--- src/acs_regs.svh ---
// constants for the conversion sequencer: field positions, reset values, timing counts
// assumes inclusion by bare name from the package and the sequencer module
`ifndef ACS_REGS_SVH
`define ACS_REGS_SVH

// ---------------------------------------------------------------
// widths and field positions
// ---------------------------------------------------------------
`define ACS_RES_W        12
`define ACS_JUSTIFY_SHIFT 4
`define ACS_DIV_W        6
`define ACS_TRIG_W       5
`define ACS_CONV_BITS    4'hc

// ---------------------------------------------------------------
// reset values
// ---------------------------------------------------------------
`define ACS_RST_RESULT   16'h0000
`define ACS_RST_SUM      20'h00000
`define ACS_RST_DIV      6'h00

// ---------------------------------------------------------------
// timing: extra instruction period before converting on the rc clock
// ---------------------------------------------------------------
`define ACS_INSTR_NS     400
`define ACS_CLK_NS       100
`define ACS_RC_DELAY_CYC ((`ACS_INSTR_NS + `ACS_CLK_NS - 1) / `ACS_CLK_NS)

`endif

--- src/acs_pkg.sv ---
// types for the conversion sequencer
// assumes acs_regs.svh sits in the same folder
`default_nettype none
`include "acs_regs.svh"

package acs_pkg;

  // control bits written by software
  typedef struct packed {
    logic                      enable;
    logic                      continuous_repeat;
    logic                      result_justify_select;
    logic                      converter_rc_clock_option;
    logic                      previous_source_select;
    logic                      double_sample_enable;
    logic                      conversion_irq_enable;
    logic                      global_irq_enable;
    logic [`ACS_DIV_W-1:0]     clock_divide;
    logic [`ACS_TRIG_W-1:0]    trigger_source_select;
  } acs_ctrl_t;

  // status bits shown to software
  typedef struct packed {
    logic start_busy;
    logic conversion_done_flag;
    logic computation_pending_flag;
    logic threshold_irq_flag;
    logic converter_off;
    logic wake_request;
    logic vector_request;
    logic trigger_latched;
  } acs_stat_t;

  typedef enum logic [2:0] {
    ACS_IDLE,
    ACS_RC_WAIT,
    ACS_CONVERT,
    ACS_FINISH,
    ACS_COMPUTE
  } acs_state_t;

endpackage
`default_nettype wire

--- src/acs_sequencer.sv ---
// conversion sequencer around a 12-bit successive-approximation converter
// assumes the analog core delivers a result when asked and that the
// conversion clock tick is derived here from i_sys_clk or i_rc_tick
`timescale 1ns/1ps
`default_nettype none
`include "acs_regs.svh"

// How it works
// - done flag set on every completion
// - done flag cleared only by software
// - completion in sleep wakes, vectors if enabled
// - result left or right justified by select
// - software result writes stored justified by select
// - start by bit, trigger or continuous retrigger
// - old result moved to previous when selected
// - completion clears start unless repeating, sets flags, sums
// - threshold test every or every second conversion
// - threshold result computed after conversion completes
// - reset clears registers and aborts conversion
// - rc clock waits one instruction before converting
// - sleep without interrupt turns converter off
// - trigger in sleep on rc clock converts
// - trigger in sleep otherwise latched until wake
// - trigger rising edge sets start bit
// - hold capacitor never discharged between conversions
// - clock is even system divide or rc
// - control logic runs on the system clock; conversion steps wait for the conversion tick
module acs_sequencer (
  // clock and reset
  input  wire logic                     i_sys_clk,
  input  wire logic                     i_rst_b,
  input  wire logic                     i_rc_tick,
  // configuration
  input  wire acs_pkg::acs_ctrl_t       i_ctrl,
  input  wire logic                     i_sleep,
  // software strobes
  input  wire logic                     i_start_set,
  input  wire logic                     i_start_clr,
  input  wire logic                     i_done_clr,
  input  wire logic                     i_math_clr,
  input  wire logic                     i_thresh_clr,
  input  wire logic                     i_result_wr,
  input  wire logic [`ACS_RES_W-1:0]    i_result_wdata,
  // trigger sources and threshold setup
  input  wire logic [31:0]              i_trig_sources,
  input  wire logic [`ACS_RES_W-1:0]    i_setpoint,
  input  wire logic [`ACS_RES_W-1:0]    i_threshold,
  // analog core
  input  wire logic [`ACS_RES_W-1:0]    i_core_result,
  output logic                          o_core_sample,
  output logic                          o_hold_discharge,
  // results and status
  output logic [15:0]                   o_result_pair,
  output logic [15:0]                   o_previous_result,
  output logic [19:0]                   o_sum_register,
  output logic [`ACS_RES_W:0]           o_error_value,
  output acs_pkg::acs_stat_t            o_status
);

  // ---------------------------------------------------------------
  // state
  // ---------------------------------------------------------------
  acs_pkg::acs_state_t         state;
  acs_pkg::acs_state_t         next_state;
  logic [`ACS_DIV_W:0]         div_cnt;
  logic [3:0]                  bit_cnt;
  logic [2:0]                  rc_cnt;
  logic                        trig_prev;
  logic                        sample_phase;
  logic [`ACS_RES_W-1:0]       raw_result;
  logic [`ACS_RES_W-1:0]       conv_data;
  logic                        start_busy;
  logic                        done_flag;
  logic                        math_flag;
  logic                        thresh_flag;
  logic                        conv_off;
  logic                        trig_latched;
  logic                        wake_req;
  logic                        vector_req;
  logic [15:0]                 result_pair;
  logic [15:0]                 previous_result;
  logic [19:0]                 sum_register;
  logic [`ACS_RES_W:0]         error_value;
  logic                        core_sample;

  // ---------------------------------------------------------------
  // conversion clock tick
  // ---------------------------------------------------------------
  // even divide 2*(n+1) of the system clock, or the rc tick
  wire [`ACS_DIV_W:0] div_top  = {i_ctrl.clock_divide, 1'b1};
  wire                div_tick = (div_cnt == div_top);
  wire                tick     = i_ctrl.converter_rc_clock_option ? i_rc_tick : div_tick;

  // divider counter
  always_ff @(posedge i_sys_clk) begin
    if (!i_rst_b || div_tick) begin
      div_cnt <= '0;
    end else begin
      div_cnt <= div_cnt + 7'h01;
    end
  end

  // ---------------------------------------------------------------
  // start decoding
  // ---------------------------------------------------------------
  wire trig_now   = i_trig_sources[i_ctrl.trigger_source_select];
  wire trig_rise  = trig_now & ~trig_prev;
  wire sleep_hold = i_sleep & ~i_ctrl.converter_rc_clock_option;
  // a latched trigger fires once sleep ends and sets the start bit like a live edge
  wire trig_fire  = (trig_rise | trig_latched) & ~sleep_hold;
  wire enabled    = i_ctrl.enable & ~conv_off;
  // start bit or trigger, only while enabled and idle
  wire go_req     = enabled & (state == acs_pkg::ACS_IDLE)
                  & (start_busy | trig_fire);
  wire finishing  = (state == acs_pkg::ACS_FINISH) & tick;
  wire computing  = (state == acs_pkg::ACS_COMPUTE) & tick;
  wire test_now   = computing & (~i_ctrl.double_sample_enable | sample_phase);
  wire retrigger  = finishing & i_ctrl.continuous_repeat;

  // ---------------------------------------------------------------
  // result shaping
  // ---------------------------------------------------------------
  wire [15:0] right_just = {4'h0, raw_result};
  wire [15:0] left_just  = {raw_result, 4'h0};
  wire [15:0] new_result = i_ctrl.result_justify_select ? left_just : right_just;
  // software writes are justified by the same select as conversion results
  wire [15:0] sw_result  = i_ctrl.result_justify_select ? {i_result_wdata, 4'h0}
                                                        : {4'h0, i_result_wdata};
  wire [`ACS_RES_W:0] err_calc = {1'b0, raw_result} - {1'b0, i_setpoint};
  wire [`ACS_RES_W-1:0] err_mag = err_calc[`ACS_RES_W] ? (~err_calc[`ACS_RES_W-1:0] + 12'h001)
                                                      : err_calc[`ACS_RES_W-1:0];
  wire thresh_hit = err_mag > i_threshold;
  wire [`ACS_RES_W-1:0] trial = conv_data | (12'h800 >> bit_cnt);
  wire [`ACS_RES_W-1:0] next_bit = (i_core_result >= trial) ? trial : conv_data;

  // ---------------------------------------------------------------
  // sequence state machine
  // ---------------------------------------------------------------
  always_comb begin
    next_state = state;
    unique case (state)
      acs_pkg::ACS_IDLE: begin
        if (go_req) begin
          next_state = i_ctrl.converter_rc_clock_option ? acs_pkg::ACS_RC_WAIT
                                                        : acs_pkg::ACS_CONVERT;
        end
      end
      // counts system cycles so the wait does not depend on the rc tick phase
      acs_pkg::ACS_RC_WAIT: begin
        if (rc_cnt == 3'(`ACS_RC_DELAY_CYC - 1)) begin
          next_state = acs_pkg::ACS_CONVERT;
        end
      end
      acs_pkg::ACS_CONVERT: begin
        if (tick && bit_cnt == (`ACS_CONV_BITS - 4'h1)) begin
          next_state = acs_pkg::ACS_FINISH;
        end
      end
      acs_pkg::ACS_FINISH: begin
        if (tick) begin
          next_state = acs_pkg::ACS_COMPUTE;
        end
      end
      acs_pkg::ACS_COMPUTE: begin
        if (tick) begin
          next_state = acs_pkg::ACS_IDLE;
        end
      end
      default: begin
        next_state = acs_pkg::ACS_IDLE;
      end
    endcase
    if (!i_ctrl.enable) begin
      next_state = acs_pkg::ACS_IDLE;
    end
  end

  // state register
  always_ff @(posedge i_sys_clk) begin
    if (!i_rst_b) begin
      state <= acs_pkg::ACS_IDLE;
    end else begin
      state <= next_state;
    end
  end

  // bit and rc delay counters
  always_ff @(posedge i_sys_clk) begin
    if (!i_rst_b || state == acs_pkg::ACS_IDLE) begin
      bit_cnt <= 4'h0;
      rc_cnt  <= 3'h0;
      conv_data <= 12'h000;
    end else begin
      if (state == acs_pkg::ACS_RC_WAIT) begin
        rc_cnt <= rc_cnt + 3'h1;
      end
      if (state == acs_pkg::ACS_CONVERT && tick) begin
        bit_cnt   <= bit_cnt + 4'h1;
        conv_data <= next_bit;
      end
    end
  end

  // captured raw result and sample strobe
  always_ff @(posedge i_sys_clk) begin
    if (!i_rst_b) begin
      raw_result  <= 12'h000;
      core_sample <= 1'b0;
    end else begin
      core_sample <= (state == acs_pkg::ACS_CONVERT) & (bit_cnt == 4'h0);
      if (finishing) begin
        raw_result <= conv_data;
      end
    end
  end

  // ---------------------------------------------------------------
  // start bit: held through the conversion, cleared at completion unless repeating
  // ---------------------------------------------------------------
  always_ff @(posedge i_sys_clk) begin
    if (!i_rst_b || !i_ctrl.enable) begin
      start_busy <= 1'b0;
    end else if (i_start_set || trig_fire || retrigger) begin
      start_busy <= 1'b1;
    end else if (computing && !i_ctrl.continuous_repeat) begin
      start_busy <= 1'b0;
    end else if (i_start_clr && state == acs_pkg::ACS_IDLE) begin
      start_busy <= 1'b0;
    end
  end

  // trigger edge memory and latch across sleep
  always_ff @(posedge i_sys_clk) begin
    if (!i_rst_b) begin
      trig_prev    <= 1'b0;
      trig_latched <= 1'b0;
    end else begin
      trig_prev <= trig_now;
      if (trig_rise && sleep_hold) begin
        trig_latched <= 1'b1;
      end else if (go_req) begin
        trig_latched <= 1'b0;
      end
    end
  end

  // ---------------------------------------------------------------
  // flags: hardware set wins over software clear
  // ---------------------------------------------------------------
  always_ff @(posedge i_sys_clk) begin
    if (!i_rst_b) begin
      done_flag   <= 1'b0;
      math_flag   <= 1'b0;
      thresh_flag <= 1'b0;
    end else begin
      done_flag   <= computing | (done_flag & ~i_done_clr);
      math_flag   <= computing | (math_flag & ~i_math_clr);
      thresh_flag <= (test_now & thresh_hit) | (thresh_flag & ~i_thresh_clr);
    end
  end

  // result pair, previous result, sum and error
  always_ff @(posedge i_sys_clk) begin
    if (!i_rst_b) begin
      result_pair     <= `ACS_RST_RESULT;
      previous_result <= `ACS_RST_RESULT;
      sum_register    <= `ACS_RST_SUM;
      error_value     <= '0;
      sample_phase    <= 1'b0;
    end else begin
      if (computing) begin
        if (i_ctrl.previous_source_select) begin
          previous_result <= result_pair;
        end
        result_pair  <= new_result;
        sum_register <= sum_register + {8'h00, raw_result};
        sample_phase <= i_ctrl.double_sample_enable & ~sample_phase;
      end else if (i_result_wr) begin
        result_pair <= sw_result;
      end
      if (test_now) begin
        error_value <= err_calc;
      end
    end
  end

  // ---------------------------------------------------------------
  // sleep behaviour
  // ---------------------------------------------------------------
  // the enable bit keeps reading set while the converter sits off
  always_ff @(posedge i_sys_clk) begin
    if (!i_rst_b) begin
      conv_off   <= 1'b0;
      wake_req   <= 1'b0;
      vector_req <= 1'b0;
    end else begin
      if (computing && i_sleep && !i_ctrl.conversion_irq_enable) begin
        conv_off <= 1'b1;
      end else if (!i_sleep || !i_ctrl.enable) begin
        conv_off <= 1'b0;
      end
      wake_req   <= computing & i_sleep & i_ctrl.conversion_irq_enable;
      vector_req <= computing & i_ctrl.conversion_irq_enable
                  & i_ctrl.global_irq_enable;
    end
  end

  // ---------------------------------------------------------------
  // outputs
  // ---------------------------------------------------------------
  always_ff @(posedge i_sys_clk) begin
    if (!i_rst_b) begin
      o_status <= '0;
    end else begin
      o_status <= '{start_busy, done_flag, math_flag, thresh_flag,
                    conv_off, wake_req, vector_req, trig_latched};
    end
  end

  // output registers
  always_ff @(posedge i_sys_clk) begin
    if (!i_rst_b) begin
      o_result_pair     <= `ACS_RST_RESULT;
      o_previous_result <= `ACS_RST_RESULT;
      o_sum_register    <= `ACS_RST_SUM;
      o_error_value     <= '0;
      o_core_sample     <= 1'b0;
      o_hold_discharge  <= 1'b0;
    end else begin
      o_result_pair     <= result_pair;
      o_previous_result <= previous_result;
      o_sum_register    <= sum_register;
      o_error_value     <= error_value;
      o_core_sample     <= core_sample;
      o_hold_discharge  <= 1'b0;
    end
  end

endmodule
`default_nettype wire

--- config.mk ---
export PLATFORM = sky130hd
export DESIGN_NAME = acs_sequencer
export DESIGN_NICKNAME = d
export VERILOG_FILES = /design/src/acs_pkg.sv /design/src/acs_sequencer.sv
export VERILOG_INCLUDE_DIRS = /design/src
export SDC_FILE = /design/constraint.sdc
export NUM_CORES = 1
export LEC_CHECK = 0
export ABC_AREA = 1
export BUFFER_PORTS_ARGS = -buffer_cell sky130_fd_sc_hd__buf_2
export CELL_PAD_IN_SITES_DETAIL_PLACEMENT = 1
export CELL_PAD_IN_SITES_GLOBAL_PLACEMENT = 1
export CORE_ASPECT_RATIO = 0.7
export CORE_MARGIN = 5
export CORE_UTILIZATION = 40
export CTS_CLUSTER_DIAMETER = 60
export CTS_CLUSTER_SIZE = 40
export DETAILED_ROUTE_END_ITERATION = 8
export HOLD_SLACK_MARGIN = 0.1
export PLACE_DENSITY_LB_ADDON = 0.1
export SETUP_SLACK_MARGIN = 0.2
export SKIP_CTS_REPAIR_TIMING = 1
export SLEW_MARGIN = 20
export SYNTH_ARGS = -nofsm -noshare
export SYNTH_HDL_FRONTEND = slang
export SYNTH_SLANG_ARGS = --single-unit
--- constraint.sdc ---
create_clock -name i_sys_clk -period 4.3 [get_ports i_sys_clk]
set_input_delay 0.645 -clock i_sys_clk [delete_from_list [all_inputs] [get_ports i_sys_clk]]
set_output_delay 0.645 -clock i_sys_clk [all_outputs]
set_load 0.03 [all_outputs]
==> results list, run 1 <==
- Detail Placement HPWL: 20800 um
* Fin crit share: 85.7%
* Count of flip-flops with a built-in enable after synthesis: 0
* Sequential share of the synthesized area: 41.9%
- Total wire length after detailed routing: 26700 um
- Commonest non-fill, non-tap cell in the layout: sky130_fd_sc_hd__nand2_1
- Final GP Congestion: 0.831
- Final critical path time including I/O delays and setup: approximately 3700 ps
- The H-tree was split into 4 levels.
* Number of antenna-violating nets in the routed design: 0
* Req. time, crit path: roughly 4600 ps
- In this run the static leakage power is 5.70 nW.
* HP Class: input port to flop
* Hold violation count in the final report: 0
* Max Root-Sink Buffers: 2
- FP Rows: 46
* Effective utilization at floorplan: 40.4%
- Actual slew at the worst max-slew pin: just under 800 ps
- Classification of the worst setup path: flop to flop
* Fraction of final layout cells with drive strength greater than 1: 17.1%
- Count of state elements after synthesis: 191
* Antenna violations before repair: 0
* Worst setup SP type: flop
* Overflow left after global routing: 0
- TritonCTS created 17 clock buffers.
* Total clock sinks: 191
- Data on the critical path arrives at its endpoint at 4020 ps.
- N_diodes: 0
* Via count: around 8300
- CTS tree: done
- In the layout the commonest cells are sky130_fd_sc_hd__nand2_1 (257), sky130_fd_sc_hd__inv_1 (209), sky130_fd_sc_hd__dfxtp_1 (191).
- Number of slew-limit violations in the final report: 0
- Setup total negative slack on the finished layout was measured at 0 ps.
- Nets in the synthesized netlist: 1388
- Cell count after synthesis: 1219
* Reported max-cap violation count: 0
- Setup repair after global routing left no endpoint under its margin.
- In the global route stage, overall resource usage came out at a little over 20%.
- Power density over the cells: 351 nW/um2
- Total of endpoints with negative setup slack in the final report: 0
- In this run the tool buffered the top-level ports with 182 buffer cells.
* Normalized max-slew margin: roughly 48%
* Worst clock skew: 12.6 ps
- Placed Cells incl. Taps: between 1500 and 2000
* Asr flop ratio synth: 0%
- Synthesis Warnings: 0
- The root buffer cell chosen for the clock tree is sky130_fd_sc_hd__clkbuf_16.
- In the routed design, unresolved DRC markers number 0.
* Count of TritonRoute iterations in the first routing pass: 5
- Initial drt markers: 374
- I/O pin total: around 180
* Peak supply drop: 0.266 mV
- Of all nets on the critical path, the largest fanout is 4.
- Across all setup checks in the final design, the least slack found is 615 ps.
* Pre-CTS WS: 344 ps
- CORE AREA: 22600 um2
* Mean instance size in the synthesized netlist: between 7 and 8 um2
* Wire length per cell after detailed routing: 15.6 um
- From bottom edge to top edge, the die measures about 140 um.
- Area added between synthesis and finish: 19.4%
- At the later pin of the worst-skew pair, clock insertion delay measures 440 ps.
- The first global-routing pass estimated 42900 um of wire.
- Total die area: 26000 um2
- Vias per std cell: 4.86
- Number of nets in the finished design: approximately 1600
* CTS clk-pin slew, worst paths: around 70 ps
- Netlist Area Pre-Place: 9120 um2
- Top FF cell, synth: sky130_fd_sc_hd__dfxtp_1
* Largest net degree at the start of global routing: 63
- The via count of the first global-routing pass was 8314.
* Type of element capturing the critical path: flop
* Count of placed standard cells in the final layout, fillers left out: ~1700
- Pwr Total: 3.82 mW
- Die width: 190 um
- Achievable clock frequency: around 0.27 GHz
- Count of unique library cells instantiated by Yosys: 50
* Outcome: complete, no violations
==> cells in the mapped netlist (all sizes together) (2+ instances only) <==
master | instances | area [um2]
inv | 213 | 800
or2 | 7 | 43.8
fa | 2 | 40.0
o211ai | 10 | 75.1
a31oi | 3 | 18.8
a21oi | 113 | 569
clkbuf | 21 | 80.1
o21bai | 4 | 30.0
o21a | 4 | 30.0
nor2 | 74 | 280
o31ai | 3 | 22.5
nor3 | 10 | 55.1
clkinv | 2 | 7.51
nand3 | 54 | 288
o2111ai | 9 | 78.8
nand4 | 13 | 81.3
xnor2 | 13 | 114
nor3b | 2 | 15.0
xor2 | 20 | 175
dfxtp | 191 | 3820
a22oi | 8 | 60.1
nand2 | 263 | 1020
a32oi | 2 | 17.5
ha | 58 | 726
buf | 18 | 131
a21boi | 2 | 15.0
a211oi | 2 | 15.0
a21o | 3 | 22.5
o21ai | 89 | 445
==> cell type report <==
class | instances | area, um2
clock inverter | 11 | 155
clock buffer | 21 | 460
inverter | 215 | 807
fill | 2947 | 11700
multi-input combinational | 774 | 4280
tap | 312 | 390
sequential | 191 | 3820
timing repair buffer | 188 | 971
==> logic make-up after synthesis <==
group | after synthesis | synth area share [%]
simple gates | 426 | 19.7
compound gates | 254 | 15.5
other cells | 1 | 0.0411
fa+ha+maj | 60 | 8.40
xor+xnor | 33 | 3.17
buf+inv | 254 | 11.2
flops | 191 | 41.9
==> path summary, 6_finish.rpt <==
| kind | from | to | slack, ps | cells past startpoint |
|---|---|---|---|---|
| worst max register to register | raw_result[0] | thresh_flag | 610 | 22 |
| worst min register to register | error_value[0] | o_error_value[0] | 420 | 2 |
| worst min-delay path | i_done_clr | done_flag | 400 | 2 |
| worst max-delay path | raw_result[0] | thresh_flag | 610 | 22 |
==> registers in the layout (all words and copies together) (netlist names), 4 cells and up <==
name / flops
sum_register: 20
bit_cnt: 4
conv_data: 12
result_pair: 16
error_value: 13
o_error_value: 13
raw_result: 12
o_previous_result: 16
o_status: 8
o_sum_register: 20
div_cnt: 7
previous_result: 16
o_result_pair: 16
==> routing by layer <==
layer / global-route usage [%] / routed length (um) / vias up / share of wire [%]
li1: - / - / 4250 / -
met1: 30.4 / 14000 / 3921 / 52
met2: 32.1 / 11500 / 134 / 43
met3: 3.77 / 988 / 18 / 3.7
met4: 4.31 / 239 / 0 / 0.90
met5: 0 / 0 / - / 0
==> power by group <==
| group | leakage (nW) | switching, mW | internal, mW |
|---|---|---|---|
| Clock | 0.298 | 0.714 | 0.954 |
| Combinational | 3.86 | 0.222 | 0.130 |
| Sequential | 1.54 | 0.0140 | 1.79 |
==> critical path: stages, from the launching register on <==
cell and delay (ps):
sky130_fd_sc_hd__dfxtp_1 350, sky130_fd_sc_hd__inv_1 140, sky130_fd_sc_hd__ha_1 250, sky130_fd_sc_hd__fa_1 390, sky130_fd_sc_hd__inv_1 90, sky130_fd_sc_hd__nand2_1 70, sky130_fd_sc_hd__nand2_1 140, sky130_fd_sc_hd__inv_1 70
sky130_fd_sc_hd__nor3_2 130, sky130_fd_sc_hd__nand2_1 70, sky130_fd_sc_hd__nor2_1 160, sky130_fd_sc_hd__nand3_1 120, sky130_fd_sc_hd__nor2_1 180, sky130_fd_sc_hd__nand4_1 130, sky130_fd_sc_hd__nand3_1 130, sky130_fd_sc_hd__nand2_1 60
sky130_fd_sc_hd__ha_1 290, sky130_fd_sc_hd__nand2_1 70, sky130_fd_sc_hd__inv_1 70, sky130_fd_sc_hd__nand4_1 110, sky130_fd_sc_hd__o21ai_0 180, sky130_fd_sc_hd__a21oi_1 60, sky130_fd_sc_hd__o32ai_1 310
==> metrics by stage <==
step	hold WS [ps]	area [um2]	utilization, %
after detailed placement	411	10300	45.5
final	395	10900	48.3
after global routing	392	10900	48.3
after CTS	379	10900	48.2
after floorplan	390	9120	-
after global placement	400	10300	45.5
No activity file was read; power rests on OpenSTA's default activity.
==> run 2: changes to the inputs <==
--- a/config.mk
+++ b/config.mk
@@ -12,12 +12,14 @@
 export CELL_PAD_IN_SITES_GLOBAL_PLACEMENT = 1
 export CORE_ASPECT_RATIO = 0.7
 export CORE_MARGIN = 5
-export CORE_UTILIZATION = 40
+export CORE_UTILIZATION = 41
+export CTS_BUF_LIST = sky130_fd_sc_hd__clkbuf_2
 export CTS_CLUSTER_DIAMETER = 60
 export CTS_CLUSTER_SIZE = 40
 export DETAILED_ROUTE_END_ITERATION = 8
 export HOLD_SLACK_MARGIN = 0.1
 export PLACE_DENSITY_LB_ADDON = 0.1
+export RECOVER_POWER = 50
 export SETUP_SLACK_MARGIN = 0.2
 export SKIP_CTS_REPAIR_TIMING = 1
 export SLEW_MARGIN = 20
==> run 2 against run 1 <==
  * Clock power fell by 47%
  * Critical path depth did not move
  * Count of clock-buffer cells in the layout fell by 4
  * The run now ends with capacitance limit, slew limit left
  * Global-route usage fell by 0.48 points
  * Fmax fell by 0.85%
  * Clock skew rose by 18 ps
  * Sequential share of layout area rose by 1.2 points
  * Hold slack got worse by 190 ps
  * Highest routed layer unchanged
  * Sequential power barely moved
  * Via count barely moved
==> results list, run 2 (same netlist as run 1, synthesis figures left out) <==
- The via-per-instance ratio is 4.91 (was 4.86).
- Violations in the final reports: capacitance limit, slew limit
- The cell with the largest stage delay on the worst path is sky130_fd_sc_hd__dfxtp_1 (was sky130_fd_sc_hd__fa_1).
- Commonest non-fill, non-tap cell in the layout: sky130_fd_sc_hd__nand2_1 (unchanged)
* Classification of the worst setup path: flop to flop (unchanged)
* Dominant cell type by count on the critical path: sky130_fd_sc_hd__nand2_1 (unchanged)
- The placement-stage cell area was 10200 um2 (was 10300 um2).
- Outcome: finished with violations (was complete, no violations).
- Achievable clock frequency: 0.269 GHz (was 0.271 GHz)
- The maximum number of pins on one net before global-route repair came to 69 (was 63).
- The die boundary width came to 188 um (was 190 um).
- Power density over the cells: 290 nW/um2 (was 351 nW/um2)
- The placed wire-length estimate is 20300 um (was 20800 um).
- Crit-path max cell delay: 410 ps (was 390 ps)
* Reported max-cap violation count: 1 (was 0)
- Clock Latency Late Sink: 780 ps (was 440 ps)
- Cells along the critical path: inv_1 > ha_1 > fa_1 > inv_1 > nand2_1 > nand2_1 > inv_1 > nor3_1 > nand2_1 > nor2_1 > nand3_1 > nor2_1 > nand2_1 > nand2_1 > xor2_1 > ha_1 > nand2_1 > nor2_1 > nand4_1 > o21ai_0 > a21oi_1 > o32ai_1 (was inv_1 > ha_1 > fa_1 > inv_1 > nand2_1 > nand2_1 > inv_1 > nor3_2 > nand2_1 > nor2_1 > nand3_1 > nor2_1 > nand4_1 > nand3_1 > nand2_1 > ha_1 > nand2_1 > inv_1 > nand4_1 > o21ai_0 > a21oi_1 > o32ai_1)
* Worst reg2reg setup slack: 580 ps (was 610 ps)
* Cts bufs inserted: 17 (unchanged)
* Number of antenna-violating nets in the routed design: 0 (unchanged)
- The utilization after layout came to 48.3% (about the same).
* Total clock sinks: 191 (unchanged)
* Total of endpoints with negative setup slack in the final report: 0 (unchanged)
- The initial DRC count came to 372 (was 374).
- The number of slew-limit violations in the final report was 50 (was 0).
- Final setup TNS: 0 ps (unchanged)
- The worst min-delay path category was input port to flop (unchanged).
* Worst clock skew: 30.2 ps (was 12.6 ps)
* Placed Cells incl. Taps: 1651 (was 1680)
- CTS tree: done (unchanged)
- The leakage power total came to 5.41 nW (was 5.70 nW).
- Clock root buffer master: sky130_fd_sc_hd__clkbuf_2 (was sky130_fd_sc_hd__clkbuf_16)
- Final critical path time including I/O delays and setup: 3720 ps (was 3690 ps)
- Total wire length after detailed routing: 25900 um (was 26700 um)
- Unrepaired setup endpoints after global routing: false (unchanged)
- Total of buffers placed on input and output ports: 182 (unchanged)
- Via count: 8318 (was 8323)
* Count of placed standard cells in the final layout, fillers left out: 1695 (was 1712)
- Antenna violations before repair: 1 (was 0)
- The maximum vdd drop was 0.187 mV (was 0.266 mV).
- Worst hold endpoint: result_pair[14] (was done_flag)
- Actual slew at the worst max-slew pin: 1870 ps (was 773 ps)
- The capturing element type of the critical path was a flop (unchanged).
* Design area: 10500 um2 (was 10900 um2)
- The final layout net count came to 1569 (was 1556).
- The number of H-tree levels is 4 (unchanged).
- The portion of the clock cycle consumed by the worst path in the final layout was 86.4% (was 85.7%).
- The via count of the first global-routing pass is 8400 (was 8314).
- Beginning of the worst register-to-register path: raw_result[0] (unchanged)
- The DRC violation count after routing came to 0 (unchanged).
- Largest registers in the final layout: o_sum_register: 20 flops, sum_register: 20 flops (unchanged)
- Req. time, crit path: 5010 ps (was 4640 ps)
- Fraction of final layout cells with drive strength greater than 1: 13.7% (was 17.1%)
* Height of the chip: 135 um (was 136 um)
- The startpoint of the lowest-slack hold path was i_result_wdata[10] (was i_done_clr).
* Final GP Congestion: 0.846 (was 0.831)
- CORE AREA: 21800 um2 (was 22600 um2)
* Normalized max-slew margin: -24.5% (was 48.3%)
* Arrival time of the worst setup path: 4430 ps (was 4020 ps)
- The wire length of the first global-routing pass was 42200 um (was 42900 um).
- The floorplan die area is 25400 um2 (was 26000 um2).
- The number of cells on the worst reg-to-reg path came to 22 (unchanged).
- The top-level port count is 184 (unchanged).
- FP Rows: 45 (was 46)
- CTS clk-pin slew, worst paths: 260 ps (was 70 ps)
* Max Root-Sink Buffers: 2 (unchanged)
- Hold Path Stages: 3 (was 2)
- Effective utilization at floorplan: 41.8% (was 40.4%)
- Top library cells by usage in the layout, fill and taps aside: sky130_fd_sc_hd__nand2_1 (257), sky130_fd_sc_hd__inv_1 (211), sky130_fd_sc_hd__dfxtp_1 (191) (was sky130_fd_sc_hd__nand2_1 (257), sky130_fd_sc_hd__inv_1 (209), sky130_fd_sc_hd__dfxtp_1 (191)).
- The startpoint kind of the worst setup timing path was a flop (unchanged).
* Hold violation count in the final report: 0 (unchanged)
- Endpoint of the worst-slack reg-to-reg timing path: thresh_flag (unchanged)
* Area added between synthesis and finish: 15.4% (was 19.4%)
- The overall global routing resource usage is 20.3% (was 20.8%).
- The maximum fanout encountered on the critical timing path came to 4 (unchanged).
* Overflow left after global routing: 0 (unchanged)
- The routed wire length per instance was 15.3 um (was 15.6 um).
- The detailed-router iteration count before antenna repair is 4 (was 5).
-- run 2: cell types whose count changed in the layout (fill, tap and decap cells not counted), sizes merged --
cell	before	now
buf	188	146
bufinv	3	2
clkbuf	21	60
clkinv	7	11
clkinvlp	1	2
diode	0	1
dlygate4sd3	0	12
inv	215	214
-- run 2: metrics by stage --
| step | setup slack [ps] | hold slack [ps] | power, mW |
|---|---|---|---|
| 2_1_floorplan | 939 | 390 | 2.06 |
| 3_3_place_gp | 534 | 394 | 2.18 |
| 3_5_place_dp | 392 | 404 | 2.19 |
| 4_1_cts | 574 | -80.3 | 3.09 |
| 5_1_grt | 232 | 103 | 3.21 |
| 6_report | 583 | 204 | 3.05 |
-- run 2: worst max-delay path by stage --
stage | start | endpoint | slack (ps) | cells after the start
floorplan | i_setpoint[0] | thresh_flag | 940 | 21
global placement | i_setpoint[0] | thresh_flag | 530 | 22
detailed placement | i_setpoint[0] | thresh_flag | 390 | 22
CTS | raw_result[0] | thresh_flag | 570 | 22
global route | raw_result[0] | thresh_flag | 230 | 22
finish | raw_result[0] | thresh_flag | 580 | 22
-- run 2: final cells by class --
class | count | area (um2)
fill | 2810 | 11300
timing repair buffer | 201 | 1030
multi-input combinational | 774 | 4280
clock buffer | 17 | 85.1
sequential | 191 | 3820
clock inverter | 14 | 144
inverter | 215 | 807
tap | 282 | 353
antenna | 1 | 2.50
-- run 2: critical path: cells and delay by family (launching register included) --
| family | cells | cell delay (ps) |
|---|---|---|
| adders and majority gates | 3 | 950 |
| xor gates and xnor gates | 1 | 80 |
| buffers and inverters | 3 | 280 |
| and+or+nand+nor | 12 | 1400 |
| DFF | 1 | 410 |
| AOI/OAI and AO/OA | 3 | 540 |
-- run 2: report_power, final --
group          switching [mW]  internal [mW]  total (mW)
clock                   0.626          0.263       0.889
sequential             0.0130           1.80        1.81
combinational           0.217          0.132       0.350
-- run 2: per-layer routing --
layer  vias up  wire length, um  GRT usage, %
li1       4277                -             -
met5         -                0             0
met1      3917            13300          29.0
met4         0              166          3.83
met2       113            11400          32.0
met3        11              976          4.26
